**src/include/des_drive_enable_sequencer_map.vh**
```
// Constants for the drive enable sequencer: map, fields, resets, timing.
// Operation
// - Without hardware enable, report axis state 0 and controller code 0x03.
// - Hardware enable but no software enable: axis state 1, code 0x10.
// - Both enables and no error: lift brake, torque on, charge, phases on.
// - Jobs accepted only after brake release delay, default 100 ms.
// - On enable removal, decelerate with maximum motor current.
// - Below standstill speed of 10 rpm during ramp-down, drop the brake.
// - Remove torque once the brake engage delay has elapsed.
// - Ready contact stays closed during an error-free ramp-down.
// - Controlled ramp-down applies only while coast on disable is false.
// - Ramp-down is error-free only if standstill precedes the deadline.
// - Bus cycle period of 1, 2 or 4 ms, set by control register bits 5:4.
// - Missed deadline raises stop time error, class B, opens ready.
`ifndef DES_DRIVE_ENABLE_SEQUENCER_MAP_VH
`define DES_DRIVE_ENABLE_SEQUENCER_MAP_VH
// ----------------------------------------------------------------------
// Register byte offsets
// ----------------------------------------------------------------------
`define DES_OFS_CTRL      8'h00
`define DES_OFS_STATUS    8'h04
`define DES_OFS_IRQ_STS   8'h08
`define DES_OFS_IRQ_MASK  8'h0C
`define DES_OFS_REL_DLY   8'h10
`define DES_OFS_ENG_DLY   8'h14
`define DES_OFS_DEADLINE  8'h18
`define DES_OFS_STANDSTL  8'h1C
`define DES_OFS_ERR_CLR   8'h20
// ----------------------------------------------------------------------
// Control fields
// ----------------------------------------------------------------------
`define DES_CTRL_SW_EN    0
`define DES_CTRL_COAST_DIS 1
`define DES_CTRL_COAST_ERR 2
`define DES_CTRL_CYC_LO   4
`define DES_CTRL_CYC_HI   5
// ----------------------------------------------------------------------
// Interrupt bits
// ----------------------------------------------------------------------
`define DES_IRQ_JOBS      0
`define DES_IRQ_BRAKE     1
`define DES_IRQ_TORQ_OFF  2
`define DES_IRQ_STOP_ERR  3
`define DES_IRQ_W         4
// ----------------------------------------------------------------------
// Reported codes
// ----------------------------------------------------------------------
`define DES_AX_NOHW       8'h00
`define DES_AX_WAITSW     8'h01
`define DES_AX_ACTIVE     8'h02
`define DES_AX_STOPPING   8'h03
`define DES_AX_FAULT      8'h04
`define DES_CC_NOHW       8'h03
`define DES_CC_WAITSW     8'h10
`define DES_CC_RELEASE    8'h20
`define DES_CC_RUN        8'h30
`define DES_CC_STOPPING   8'h40
`define DES_CC_FAULT      8'h02
// ----------------------------------------------------------------------
// Timing
// ----------------------------------------------------------------------
`define DES_CLK_PERIOD_NS 50
`define DES_TICK_NS       250000
`define DES_TICK_CYCLES   (`DES_TICK_NS / `DES_CLK_PERIOD_NS)
`define DES_TICK_US       250
`define DES_REL_DLY_MS    100
`define DES_REL_DLY_TICKS 16'h0190
`define DES_ENG_DLY_TICKS 16'h00C8
`define DES_DEADLINE_TICKS 16'h0FA0
`define DES_STANDSTILL_RPM 16'h000A
`define DES_CYC_1MS_TICKS 5'h04
`define DES_CYC_2MS_TICKS 5'h08
`define DES_CYC_4MS_TICKS 5'h10
`endif

```
**src/design/des_sync.v**
```verilog
// Two-stage synchroniser for asynchronous level inputs.
`timescale 1ns/10ps
module des_sync #(
	parameter WIDTH = 1
) (
	// Clock and reset
	input  wire             pclk,
	input  wire             presetn,
	// Data
	input  wire [WIDTH-1:0] async_in,
	output wire [WIDTH-1:0] sync_out
);
	reg [WIDTH-1:0] meta_reg;
	reg [WIDTH-1:0] sync_reg;

	always @(posedge pclk or negedge presetn) begin
		if (!presetn) begin
			meta_reg <= {WIDTH{1'b0}};
			sync_reg <= {WIDTH{1'b0}};
		end else begin
			meta_reg <= async_in;
			sync_reg <= meta_reg;
		end
	end

	assign sync_out = sync_reg;
endmodule

```
**src/design/des_tick_div.v**
```verilog
// Divider that turns the system clock into a one-cycle tick enable.
`timescale 1ns/10ps
module des_tick_div #(
	parameter CYCLES = 5000
) (
	// Clock and reset
	input  wire pclk,
	input  wire presetn,
	// Tick
	output wire tick
);
	reg [15:0] cnt_reg;
	reg        tick_reg;

	always @(posedge pclk or negedge presetn) begin
		if (!presetn) begin
			cnt_reg  <= 16'h0000;
			tick_reg <= 1'b0;
		end else if (cnt_reg == CYCLES[15:0] - 16'h0001) begin
			cnt_reg  <= 16'h0000;
			tick_reg <= 1'b1;
		end else begin
			cnt_reg  <= cnt_reg + 16'h0001;
			tick_reg <= 1'b0;
		end
	end

	assign tick = tick_reg;
endmodule

```
**src/design/des_drive_enable_sequencer.v**
```verilog
// Enable and disable sequencer for one servo drive axis, with APB registers.
`timescale 1ns/10ps
`include "des_drive_enable_sequencer_map.vh"
module des_drive_enable_sequencer #(
	parameter TICK_CYCLES = `DES_TICK_CYCLES
) (
	// Clock and reset
	input  wire        pclk,
	input  wire        presetn,
	// APB slave
	input  wire        psel,
	input  wire        penable,
	input  wire        pwrite,
	input  wire [7:0]  paddr,
	input  wire [31:0] pwdata,
	output wire [31:0] prdata,
	output wire        pready,
	output wire        pslverr,
	// Machine controller
	input  wire        hw_enable_in,
	output wire [7:0]  axis_state_code,
	output wire [7:0]  controller_state_code,
	output wire        job_accept,
	output wire        bus_cycle_tick,
	output wire        irq,
	// Power stage, brake and ready contact
	input  wire [15:0] measured_speed,
	output wire        brake_relay_on,
	output wire        torque_on,
	output wire        dc_charge_on,
	output wire        phases_connect,
	output wire        max_current_decel,
	output wire        ready_contact
);
	// ------------------------------------------------------------------
	// States
	// ------------------------------------------------------------------
	localparam [7:0] S_NOHW    = 8'h01;
	localparam [7:0] S_WAITSW  = 8'h02;
	localparam [7:0] S_RELEASE = 8'h04;
	localparam [7:0] S_RUN     = 8'h08;
	localparam [7:0] S_RAMP    = 8'h10;
	localparam [7:0] S_ENGAGE  = 8'h20;
	localparam [7:0] S_COAST   = 8'h40;
	localparam [7:0] S_FAULT   = 8'h80;

	// ------------------------------------------------------------------
	// Declarations
	// ------------------------------------------------------------------
	wire                  tick;
	wire                  hw_en;
	wire                  enable_all;
	wire                  standstill;
	wire                  timer_done;
	wire                  wr_access;
	wire                  rd_access;
	wire                  setup;
	reg  [7:0]            state_reg;
	reg  [7:0]            state_next;
	reg  [15:0]           timer_reg;
	reg  [15:0]           timer_next;
	reg                   err_reg;
	reg                   err_next;
	reg                   second_reg;
	reg                   second_next;
	reg  [5:0]            ctrl_reg;
	reg  [15:0]           rel_dly_reg;
	reg  [15:0]           eng_dly_reg;
	reg  [15:0]           deadline_reg;
	reg  [15:0]           standstl_reg;
	reg  [`DES_IRQ_W-1:0] irq_sts_reg;
	reg  [`DES_IRQ_W-1:0] irq_mask_reg;
	reg  [`DES_IRQ_W-1:0] irq_ev;
	reg  [`DES_IRQ_W-1:0] rd_capt_reg;
	reg  [31:0]           prdata_reg;
	reg  [31:0]           rd_value;
	reg                   err_ack;
	reg  [4:0]            cyc_cnt_reg;
	reg                   cyc_tick_reg;
	reg  [7:0]            ax_code_reg;
	reg  [7:0]            cc_code_reg;
	reg  [5:0]            drive_reg;

	// ------------------------------------------------------------------
	// Helpers
	// ------------------------------------------------------------------
	function mapped;
		input [7:0] a;
		begin
			mapped = (a == `DES_OFS_CTRL) || (a == `DES_OFS_STATUS) ||
				(a == `DES_OFS_IRQ_STS) || (a == `DES_OFS_IRQ_MASK) ||
				(a == `DES_OFS_REL_DLY) || (a == `DES_OFS_ENG_DLY) ||
				(a == `DES_OFS_DEADLINE) || (a == `DES_OFS_STANDSTL) ||
				(a == `DES_OFS_ERR_CLR);
		end
	endfunction

	function [4:0] cycle_ticks;
		input [1:0] sel;
		begin
			case (sel)
				2'h0:    cycle_ticks = `DES_CYC_1MS_TICKS;
				2'h1:    cycle_ticks = `DES_CYC_2MS_TICKS;
				default: cycle_ticks = `DES_CYC_4MS_TICKS;
			endcase
		end
	endfunction

	des_tick_div #(
		.CYCLES (TICK_CYCLES)
	) u_tick (
		.pclk    (pclk),
		.presetn (presetn),
		.tick    (tick)
	);

	des_sync #(
		.WIDTH (1)
	) u_sync (
		.pclk     (pclk),
		.presetn  (presetn),
		.async_in (hw_enable_in),
		.sync_out (hw_en)
	);

	assign enable_all = hw_en && ctrl_reg[`DES_CTRL_SW_EN];
	assign standstill = measured_speed < standstl_reg;
	assign timer_done = (timer_reg == 16'h0000);

	// ------------------------------------------------------------------
	// Sequencer
	// ------------------------------------------------------------------
	// A single down-counter serves every wait, because only one wait is
	// ever open at a time; it is reloaded on entry to release, ramp and engage, and on a missed deadline.
	always @* begin
		state_next  = state_reg;
		timer_next  = timer_reg;
		err_next    = err_reg;
		second_next = second_reg;
		irq_ev      = {`DES_IRQ_W{1'b0}};
		if (tick && !timer_done) begin
			timer_next = timer_reg - 16'h0001;
		end
		case (state_reg)
			S_NOHW: begin
				if (hw_en) begin
					state_next = S_WAITSW;
				end
			end
			S_WAITSW: begin
				if (!hw_en) begin
					state_next = S_NOHW;
				end else if (enable_all && !err_reg) begin
					state_next = S_RELEASE;
					timer_next = rel_dly_reg;
				end
			end
			S_RELEASE: begin
				if (!enable_all) begin
					if (ctrl_reg[`DES_CTRL_COAST_DIS]) begin
						state_next = S_COAST;
					end else begin
						state_next  = S_RAMP;
						timer_next  = deadline_reg;
						second_next = 1'b0;
					end
				end else if (timer_done) begin
					state_next = S_RUN;
					irq_ev[`DES_IRQ_JOBS] = 1'b1;
				end
			end
			S_RUN: begin
				if (!enable_all) begin
					if (ctrl_reg[`DES_CTRL_COAST_DIS]) begin
						state_next = S_COAST;
					end else begin
						state_next  = S_RAMP;
						timer_next  = deadline_reg;
						second_next = 1'b0;
					end
				end
			end
			S_RAMP: begin
				if (standstill) begin
					state_next = S_ENGAGE;
					timer_next = eng_dly_reg;
					irq_ev[`DES_IRQ_BRAKE] = 1'b1;
				end else if (timer_done && !second_reg) begin
					err_next    = 1'b1;
					second_next = 1'b1;
					timer_next  = deadline_reg;
					irq_ev[`DES_IRQ_STOP_ERR] = 1'b1;
					if (ctrl_reg[`DES_CTRL_COAST_ERR]) begin
						state_next = S_COAST;
					end
				end else if (timer_done) begin
					state_next = S_ENGAGE;
					timer_next = eng_dly_reg;
					irq_ev[`DES_IRQ_BRAKE] = 1'b1;
				end
			end
			S_ENGAGE: begin
				if (timer_done) begin
					state_next = err_reg ? S_FAULT : S_WAITSW;
					irq_ev[`DES_IRQ_TORQ_OFF] = 1'b1;
				end
			end
			S_COAST: begin
				if (standstill) begin
					state_next = err_reg ? S_FAULT : S_WAITSW;
					irq_ev[`DES_IRQ_TORQ_OFF] = 1'b1;
				end
			end
			S_FAULT: begin
				if (!err_reg) begin
					state_next = S_WAITSW;
				end
			end
			default: begin
				state_next = S_NOHW;
			end
		endcase
		if (err_ack && !irq_ev[`DES_IRQ_STOP_ERR]) begin
			err_next = 1'b0;
		end
	end

	always @(posedge pclk or negedge presetn) begin
		if (!presetn) begin
			state_reg  <= S_NOHW;
			timer_reg  <= 16'h0000;
			err_reg    <= 1'b0;
			second_reg <= 1'b0;
		end else begin
			state_reg  <= state_next;
			timer_reg  <= timer_next;
			err_reg    <= err_next;
			second_reg <= second_next;
		end
	end

	// ------------------------------------------------------------------
	// Outputs to power stage and controller
	// ------------------------------------------------------------------
	// Order: brake, torque, dc charge, phases, max current, job accept.
	always @(posedge pclk or negedge presetn) begin
		if (!presetn) begin
			drive_reg   <= 6'h00;
			ax_code_reg <= `DES_AX_NOHW;
			cc_code_reg <= `DES_CC_NOHW;
		end else begin
			case (state_next)
				S_NOHW: begin
					drive_reg   <= 6'h00;
					ax_code_reg <= `DES_AX_NOHW;
					cc_code_reg <= `DES_CC_NOHW;
				end
				S_WAITSW: begin
					drive_reg   <= 6'h00;
					ax_code_reg <= `DES_AX_WAITSW;
					cc_code_reg <= `DES_CC_WAITSW;
				end
				S_RELEASE: begin
					drive_reg   <= 6'h0F;
					ax_code_reg <= `DES_AX_ACTIVE;
					cc_code_reg <= `DES_CC_RELEASE;
				end
				S_RUN: begin
					drive_reg   <= 6'h2F;
					ax_code_reg <= `DES_AX_ACTIVE;
					cc_code_reg <= `DES_CC_RUN;
				end
				S_RAMP: begin
					drive_reg   <= 6'h1F;
					ax_code_reg <= `DES_AX_STOPPING;
					cc_code_reg <= `DES_CC_STOPPING;
				end
				S_ENGAGE: begin
					drive_reg   <= 6'h1E;
					ax_code_reg <= `DES_AX_STOPPING;
					cc_code_reg <= `DES_CC_STOPPING;
				end
				S_COAST: begin
					drive_reg   <= 6'h01;
					ax_code_reg <= `DES_AX_STOPPING;
					cc_code_reg <= `DES_CC_STOPPING;
				end
				default: begin
					drive_reg   <= 6'h00;
					ax_code_reg <= `DES_AX_FAULT;
					cc_code_reg <= `DES_CC_FAULT;
				end
			endcase
		end
	end

	assign brake_relay_on        = drive_reg[0];
	assign torque_on             = drive_reg[1];
	assign dc_charge_on          = drive_reg[2];
	assign phases_connect        = drive_reg[3];
	assign max_current_decel     = drive_reg[4];
	assign job_accept            = drive_reg[5];
	assign axis_state_code       = ax_code_reg;
	assign controller_state_code = cc_code_reg;
	assign ready_contact         = !err_reg;

	// ------------------------------------------------------------------
	// Bus cycle tick
	// ------------------------------------------------------------------
	always @(posedge pclk or negedge presetn) begin
		if (!presetn) begin
			cyc_cnt_reg  <= 5'h00;
			cyc_tick_reg <= 1'b0;
		end else begin
			cyc_tick_reg <= 1'b0;
			if (tick) begin
				if (cyc_cnt_reg >= cycle_ticks(ctrl_reg[5:4]) - 5'h01) begin
					cyc_cnt_reg  <= 5'h00;
					cyc_tick_reg <= 1'b1;
				end else begin
					cyc_cnt_reg <= cyc_cnt_reg + 5'h01;
				end
			end
		end
	end

	assign bus_cycle_tick = cyc_tick_reg;

	// ------------------------------------------------------------------
	// APB registers
	// ------------------------------------------------------------------
	assign setup     = psel && !penable;
	assign wr_access = psel && penable && pwrite && mapped(paddr);
	assign rd_access = psel && penable && !pwrite && mapped(paddr);
	assign pready    = 1'b1;
	assign pslverr   = psel && penable && !mapped(paddr);
	assign prdata    = prdata_reg;

	always @* begin
		rd_value = 32'h00000000;
		case (paddr)
			`DES_OFS_CTRL:     rd_value = {26'h0, ctrl_reg};
			`DES_OFS_STATUS:   rd_value = {state_reg, cc_code_reg,
				ax_code_reg, second_reg, err_reg, drive_reg};
			`DES_OFS_IRQ_STS:  rd_value = {28'h0, irq_sts_reg};
			`DES_OFS_IRQ_MASK: rd_value = {28'h0, irq_mask_reg};
			`DES_OFS_REL_DLY:  rd_value = {16'h0, rel_dly_reg};
			`DES_OFS_ENG_DLY:  rd_value = {16'h0, eng_dly_reg};
			`DES_OFS_DEADLINE: rd_value = {16'h0, deadline_reg};
			`DES_OFS_STANDSTL: rd_value = {16'h0, standstl_reg};
			default:           rd_value = 32'h00000000;
		endcase
		err_ack = wr_access && (paddr == `DES_OFS_ERR_CLR) && pwdata[0];
	end

	// Read data is captured in the setup cycle; the status clear on read
	// takes only the captured bits, so an event in between survives.
	always @(posedge pclk or negedge presetn) begin
		if (!presetn) begin
			ctrl_reg     <= 6'h00;
			rel_dly_reg  <= `DES_REL_DLY_TICKS;
			eng_dly_reg  <= `DES_ENG_DLY_TICKS;
			deadline_reg <= `DES_DEADLINE_TICKS;
			standstl_reg <= `DES_STANDSTILL_RPM;
			irq_mask_reg <= {`DES_IRQ_W{1'b0}};
			irq_sts_reg  <= {`DES_IRQ_W{1'b0}};
			rd_capt_reg  <= {`DES_IRQ_W{1'b0}};
			prdata_reg   <= 32'h00000000;
		end else begin
			if (setup) begin
				prdata_reg  <= rd_value;
				rd_capt_reg <= irq_sts_reg;
			end
			if (rd_access && paddr == `DES_OFS_IRQ_STS) begin
				irq_sts_reg <= (irq_sts_reg & ~rd_capt_reg) | irq_ev;
			end else begin
				irq_sts_reg <= irq_sts_reg | irq_ev;
			end
			if (wr_access) begin
				case (paddr)
					`DES_OFS_CTRL:     ctrl_reg <= pwdata[5:0];
					`DES_OFS_IRQ_MASK: irq_mask_reg <= pwdata[3:0];
					`DES_OFS_REL_DLY:  rel_dly_reg <= pwdata[15:0];
					`DES_OFS_ENG_DLY:  eng_dly_reg <= pwdata[15:0];
					`DES_OFS_DEADLINE: deadline_reg <= pwdata[15:0];
					`DES_OFS_STANDSTL: standstl_reg <= pwdata[15:0];
					default:           ctrl_reg <= ctrl_reg;
				endcase
			end
		end
	end

	assign irq = |(irq_sts_reg & irq_mask_reg);
endmodule

```
**config.mk**
```make
export PLATFORM = sky130hd
export DESIGN_NAME = des_drive_enable_sequencer
export DESIGN_NICKNAME = d
export VERILOG_FILES = /design/src/design/des_sync.v /design/src/design/des_tick_div.v /design/src/design/des_drive_enable_sequencer.v
export VERILOG_INCLUDE_DIRS = /design/src /design/src/include
export SDC_FILE = /design/constraint.sdc
export NUM_CORES = 1
export LEC_CHECK = 0
export ABC_CLOCK_PERIOD_IN_PS = 7900
export BUFFER_PORTS_ARGS = -buffer_cell sky130_fd_sc_hd__buf_4
export CAP_MARGIN = 20
export CELL_PAD_IN_SITES_DETAIL_PLACEMENT = 2
export CELL_PAD_IN_SITES_GLOBAL_PLACEMENT = 2
export CORE_MARGIN = 2
export CORE_UTILIZATION = 35
export DETAILED_ROUTE_END_ITERATION = 7
export PLACE_DENSITY = 0.88
export SLEW_MARGIN = 20
export SYNTH_ARGS = -nofsm -noshare
export SYNTH_HDL_FRONTEND = slang
export SYNTH_SLANG_ARGS = --single-unit
```
**constraint.sdc**
```tcl
create_clock -name pclk -period 7.9 [get_ports pclk]
set_input_delay 0 -clock pclk [delete_from_list [all_inputs] [get_ports pclk]]
set_output_delay 0 -clock pclk [all_outputs]
set_load 0.03 [all_outputs]
```
==> results.md, run 1 <==
- Pwr Density: 171 nW/um2
- Crit Path Max Fanout: 16
- Cell with the most instances after synthesis: dfrtp_1
- Dominant cell type by area after synthesis: dfrtp_1
- CP Data Arrival Time: 4.25 ns
- Gr ovfl total: 0
- DRT iter0 DRCs: 829
- Die Y: 165 um
- Routed vias: 8242
- Hold Violations, Final: 0
- Top Ports: 121
- GPL Wtd Cong: 0.900
- Placed Area: 10000 um2
- Worst Setup End Kind: flip-flop
- Most frequent cells after synthesis: dfrtp_1, nand2_1, mux2_2, o21ai_0, nor2_1
- Antenna violations before repair: 2
- Hold WS: 0.188 ns
- Startpoint Class: flip-flop
- Total wire length: 37.5 mm
- Vias per cell: 6.16
- Relative slew margins: 0.215
- Register area share after synthesis: 0.484
- Initial Util: 0.358
- Syn_area_per_cell: 10.1 um2
- # Max-Cap Violations: 0
- DRC: 0
- Leak Pwr: 0.00486 uW
- Layout Utilization: 0.429
- Unrepaired setup endpoints after global routing: false
- Final Slew Violations: 0
- Die width: 165 um
- Row Count: 58
- Clk root buf: clkbuf_16
- Final Net Count: 1078
- Full die area: 27100 um2
- Final Cycle Share: 0.499
- Area Overhead vs Synth: 19.7%
- Yosys warnings: 0
- Reg clk slew, reported paths: 0.08 ns
- Post-Syn Instances: 896
- Worst Tran Pin Value: 1.17 ns
- Port buffer count: 92
- Setup TNS Final: 0 ns
- H-tree Lvls: 4
- Clock Path Buffers: 2
- Final setup fails: 0
- Post-synth cell types: 74
- Ant diodes: 0
- Antenna-violating nets left: 0
- First-pass GRT wire length: 57.3 mm
- WS Path Type: flip-flop to flip-flop
- Wirelength per Cell: 28.0 um
- Number of clock sinks: 174
- Setup WS pre-CTS: 4.04 ns
- Status: completed
- Tot GR Track Use: 0.286
- DP HPWL: 23.7 mm
- 1st-pass router iterations: 7
- Clk_lat worst skew: 0.45 ns
- Async set or reset register ratio after synthesis: 1.00
- Core region area: 25300 um2
- Largest register FFs: 29
- Syn Std Cell Area: 9040 um2
- Synth area leaders: dfrtp_1, mux2_2, dfstp_2
- Pin count of the biggest net entering global routing: 93
- Max frequency: 254 MHz
- Yosys top cell area share: 0.434
- Worst vdd ir: 130 uV
- Top_reg_cell synth: dfrtp_1
- Worst Hold Class: input port to flip-flop
- Clock Skews: 0.0184 ns
- Minimum clock period: 3.94 ns
- FF+latch count, synth: 174
- TritonCTS buffer count: 17
- Worst setup margin: 3.96 ns
- Number of synthesized flops with an enable pin: 0
- Vias in the first global route: 9322
- Post-CTS setup buffers: 0
- Share of layout cells above drive strength 1: 0.233
- Cell area after layout: 10800 um2
- Crit path required time: 8.21 ns
- CTS tree: built
## final timing paths
kind	start	cells past startpoint	endpoint	slack (ns)
setup / recovery	standstl_reg[1]$_DFFE_PN1P_	8	timer_reg[4]$_DFF_PN0_	3.96
hold / removal	paddr[2]	4	irq_mask_reg[2]$_DFFE_PN0P_	0.19
setup reg to reg	standstl_reg[1]$_DFFE_PN1P_	8	timer_reg[4]$_DFF_PN0_	3.96
hold reg to reg	u_sync.meta_reg$_DFF_PN0_	0	u_sync.sync_out$_DFF_PN0_	0.37
max in group asynchronous	presetn	3	rel_dly_reg[10]$_DFFE_PN0P_	6.37
min in group asynchronous	presetn	2	cyc_cnt_reg[2]$_DFFE_PN0P_	0.22
## kinds of logic (layout without fill, tap and decap cells)
group | Yosys count | count (layout) | synth area share
AND/OR/NAND/NOR | 284 | 284 | 0.157
AO/OA/AOI/OAI | 224 | 224 | 0.175
flip-flops | 174 | 174 | 0.484
buffers and inverters | 98 | 201 | 0.0487
multiplexers | 60 | 60 | 0.0744
XOR/XNOR | 34 | 34 | 0.0329
adder cells (fa/ha/maj) | 20 | 20 | 0.0277
other | 2 | 12 | 0.000830
## final cells by class
cell class | instances | area, um2
fillers | 2682 | 14400
flip-flops and latches | 174 | 4380
inverters | 42 | 158
clock buffers | 18 | 429
repair buffers | 127 | 1020
multi-input cells | 634 | 4290
well taps | 330 | 413
clock inverters | 14 | 143
## worst max-delay path, stage by stage (launching register included)
cell       delay (ns)
dfstp_2          0.54
inv_1            0.07
ha_1             0.27
a2111oi_0        0.66
o32a_1           0.64
nand2_1          0.56
a21o_1           0.44
a222oi_1         0.50
nand2b_1         0.10
## through the flow
stage,instances,total power [uW]
floorplan,906,937
global placement,1285,980
detailed placement,1285,984
CTS,1339,1850
global route,1339,1900
finish,1339,1850
## report_power, final
group | switching (uW) | internal [uW]
combinational | 55.0 | 28.0
sequential | 2.44 | 892
clock | 428 | 448
## cell usage in the layout (no fill, tap or decap), types with 22 or more instances in the layout
| cell | count |
|---|---|
| dfrtp_1 | 157 |
| nand2_1 | 109 |
| buf_4 | 103 |
| mux2_2 | 58 |
| o21ai_0 | 56 |
| nor2_1 | 48 |
| inv_1 | 42 |
| a21oi_1 | 32 |
| a22oi_1 | 25 |
| dlygate4sd3_1 | 22 |
## repair_timing
item                                   in CTS  in global routing
endpoints found under the hold margin     155                  0
setup endpoints to repair                   0                  0
gates resized for setup                     0                  0
hold buffers                               22                  0
## routing by layer
| layer | global-route usage | wire length [um] | vias to the layer above |
|---|---|---|---|
| met1 | 0.331 | 14400 | 4219 |
| met5 | 0 | 13 | - |
| met3 | 0.0630 | 2460 | 158 |
| met4 | 0.177 | 2320 | 2 |
| li1 | - | - | 3438 |
| met2 | 0.481 | 18400 | 425 |
No activity file was read; power rests on OpenSTA's default activity.
==> run 2: changes to the inputs <==
--- a/config.mk
+++ b/config.mk
@@ -6,7 +6,7 @@
 export SDC_FILE = /design/constraint.sdc
 export NUM_CORES = 1
 export LEC_CHECK = 0
-export ABC_CLOCK_PERIOD_IN_PS = 7900
+export ABC_CLOCK_PERIOD_IN_PS = 3700
 export BUFFER_PORTS_ARGS = -buffer_cell sky130_fd_sc_hd__buf_4
 export CAP_MARGIN = 20
 export CELL_PAD_IN_SITES_DETAIL_PLACEMENT = 2
==> constraint.sdc (replaced) <==
create_clock -name pclk -period 3.7 [get_ports pclk]
set_input_delay 0 -clock pclk [delete_from_list [all_inputs] [get_ports pclk]]
set_output_delay 0 -clock pclk [all_outputs]
set_load 0.03 [all_outputs]
==> run 2 against run 1 <==
Effect of this change: routed wire length shrank 0.10%; critical endpoint is now timer_reg[15]$_DFF_PN0_; via count grew 1.3%; critical path depth shrank 1; non-clock buffer count grew 13; maximum frequency grew 18%; register-to-register slack lost 3.6 ns; design area grew 1.1%; largest cell class unchanged; sequential share of layout area shrank 0.44 points.
==> results.md, run 2 (same netlist as run 1, synthesis figures left out) <==
- Status: completed (unchanged)
- Crit Path Max Fanout: 6 (was 16)
- Post-CTS sizing: 0 (unchanged)
- Relative slew margins: 0.258 (was 0.215)
- Worst Tran Pin Value: 1.10 ns (was 1.17 ns)
- DRT iter0 DRCs: 899 (was 829)
- Hold Violations, Final: 0 (unchanged)
- Reg clk slew, reported paths: 0.08 ns (about the same)
- Final Slew Violations: 0 (unchanged)
- WS Path Type: flip-flop to flip-flop (unchanged)
- Startpoint Class: flip-flop (unchanged)
- Crit path required time: 4.04 ns (was 8.21 ns)
- Row Count: 58 (unchanged)
- Share of layout cells above drive strength 1: 0.243 (was 0.233)
- Pin count of the biggest net entering global routing: 71 (was 93)
- TritonCTS buffer count: 17 (unchanged)
- Port buffer count: 92 (unchanged)
- Crit-path cells: or4_1, nor3b_1, nand3_1, nor2_1, a21o_1, a222oi_1, a22oi_1 (was inv_1, ha_1, a2111oi_0, o32a_1, nand2_1, a21o_1, a222oi_1, nand2b_1)
- CP startpoint: timer_reg[2]$_DFF_PN0_ (was standstl_reg[1]$_DFFE_PN1P_)
- Max frequency: 299 MHz (was 254 MHz)
- CTS tree: built (unchanged)
- 1st-pass router iterations: 7 (unchanged)
- Worst vdd ir: 226 uV (was 130 uV)
- Ant diodes: 0 (unchanged)
- R2R Path Start: timer_reg[2]$_DFF_PN0_ (was standstl_reg[1]$_DFFE_PN1P_)
- Hold Startpoint: pwrite (was paddr[2])
- Unrepaired setup endpoints after global routing: false (unchanged)
- Wirelength per Cell: 27.7 um (was 28.0 um)
- Routed vias: 8352 (was 8242)
- Layout Utilization: 0.433 (was 0.429)
- Gr ovfl total: 0 (unchanged)
- Setup WS pre-CTS: 0.488 ns (was 4.04 ns)
- Minimum clock period: 3.35 ns (was 3.94 ns)
- DP HPWL: 24.3 mm (was 23.7 mm)
- Setup TNS Final: 0 ns (unchanged)
- DRC: 0 (unchanged)
- Clock Skews: 0.0277 ns (was 0.0184 ns)
- # Max-Cap Violations: 0 (unchanged)
- Tot GR Track Use: 0.286 (about the same)
- CP Buf/Inv Count: 0 (was 1)
- Cell family with most CP delay: simple AND/OR/NAND/NOR gates (was compound AO/OA/AOI/OAI gates)
- Most common cell after layout, fill and taps aside: dfrtp_1 (unchanged)
- Placed instance count: 1299 (was 1285)
- CP Data Arrival Time: 3.69 ns (was 4.25 ns)
- Vias per cell: 6.18 (was 6.16)
- Die width: 165 um (unchanged)
- Vias in the first global route: 9234 (was 9322)
- Crit-path slowest cell: or4_1 (was a2111oi_0)
- Worst Setup End Kind: flip-flop (unchanged)
- Clk_lat worst skew: 0.47 ns (was 0.45 ns)
- Initial Util: 0.358 (unchanged)
- Area Overhead vs Synth: 21.0% (was 19.7%)
- Total wire length: 37.5 mm (about the same)
- First-pass GRT wire length: 57.5 mm (was 57.3 mm)
- Full die area: 27100 um2 (unchanged)
- Number of clock sinks: 174 (unchanged)
- Leak Pwr: 0.00494 uW (was 0.00486 uW)
- Core region area: 25300 um2 (unchanged)
- Worst setup margin: 0.350 ns (was 3.96 ns)
- Worst Hold Class: input port to flip-flop (unchanged)
- Register area: 4380 um2 (unchanged)
- Fill cell count: 2640 (was 2682)
- GPL Wtd Cong: 0.898 (was 0.900)
- Clk root buf: clkbuf_16 (unchanged)
- Final Cycle Share: 0.905 (was 0.499)
- H-tree Lvls: 4 (unchanged)
- Final Net Count: 1091 (was 1078)
- Post-Layout Cell Count: 1352 (was 1339)
- Antenna-violating nets left: 0 (unchanged)
- Largest register FFs: 29 (unchanged)
- Pwr Density: 367 nW/um2 (was 171 nW/um2)
- Commonest cells after routing, fill and taps aside: dfrtp_1, buf_4, nand2_1, mux2_2, o21ai_0 (was dfrtp_1, nand2_1, buf_4, mux2_2, o21ai_0)
- Top Ports: 121 (unchanged)
- Multi-input logic area: 4280 um2 (was 4290 um2)
- Max incr delay on CP: 0.66 ns (about the same)
- Final setup fails: 0 (unchanged)
- Die Y: 165 um (unchanged)
- Clock Path Buffers: 2 (unchanged)
- Antenna violations before repair: 0 (was 2)
[run 2: power breakdown]
group	leakage [uW]	internal, uW	total (uW)	switching, uW
registers	0.00214	1900	1910	4.46
logic	0.00251	61.7	181	119
clock network	0.000286	967	1920	956
[run 2: through the flow]
step	hold WS (ns)	cell area, um2	total power [uW]
after CTS	0.0459	10900	4010
after floorplan	-0.296	9080	2000
after global routing	0.0784	10900	4110
after global placement	0.0623	10100	2100
after detailed placement	0.0629	10100	2100
final	0.0835	10900	4010
[run 2: area by class of cell]
| class | count | area share |
|---|---|---|
| Sequential cell | 174 | 0.400 |
| Clock inverter | 15 | 0.0155 |
| Multi-Input combinational cell | 634 | 0.391 |
| Inverter | 42 | 0.0144 |
| Timing Repair Buffer | 140 | 0.102 |
| Clock buffer | 17 | 0.0389 |
| Tap cell | 330 | 0.0377 |
[run 2: final timing paths]
check	to	slack, ns	cells after the start
worst min-delay path	irq_sts_reg[3]$_DFF_PN0_	0.08	5
worst max register to register	timer_reg[15]$_DFF_PN0_	0.35	7
max in group asynchronous	controller_state_code[1]$_DFF_PN1_	2.54	3
worst min register to register	u_sync.sync_out$_DFF_PN0_	0.37	0
min in group asynchronous	cyc_cnt_reg[3]$_DFFE_PN0P_	0.10	2
worst max-delay path	timer_reg[15]$_DFF_PN0_	0.35	7
[run 2: layer usage]
metal  vias to the layer above  wire length (um)  GRT usage
met3                       150              2530     0.0558
met4                         0              1980      0.151
met2                       438             18800      0.497
met5                         -                 0          0
li1                       3465                 -          -
met1                      4299             14200      0.333
[run 2: what timing repair did]
| action | 4_1_cts | 5_1_grt |
|---|---|---|
| buffers inserted | 0 | 0 |
| endpoints found under the hold margin | 143 | 0 |
| hold buffers | 21 | 0 |
[run 2: tightest hold or removal path, delay by kind of cell]
| kind | cells | cell delay [ns] |
|---|---|---|
| AO/OA/AOI/OAI | 1 | 0.12 |
| AND/OR/NAND/NOR | 3 | 0.28 |
| buffers and inverters | 1 | 0.09 |
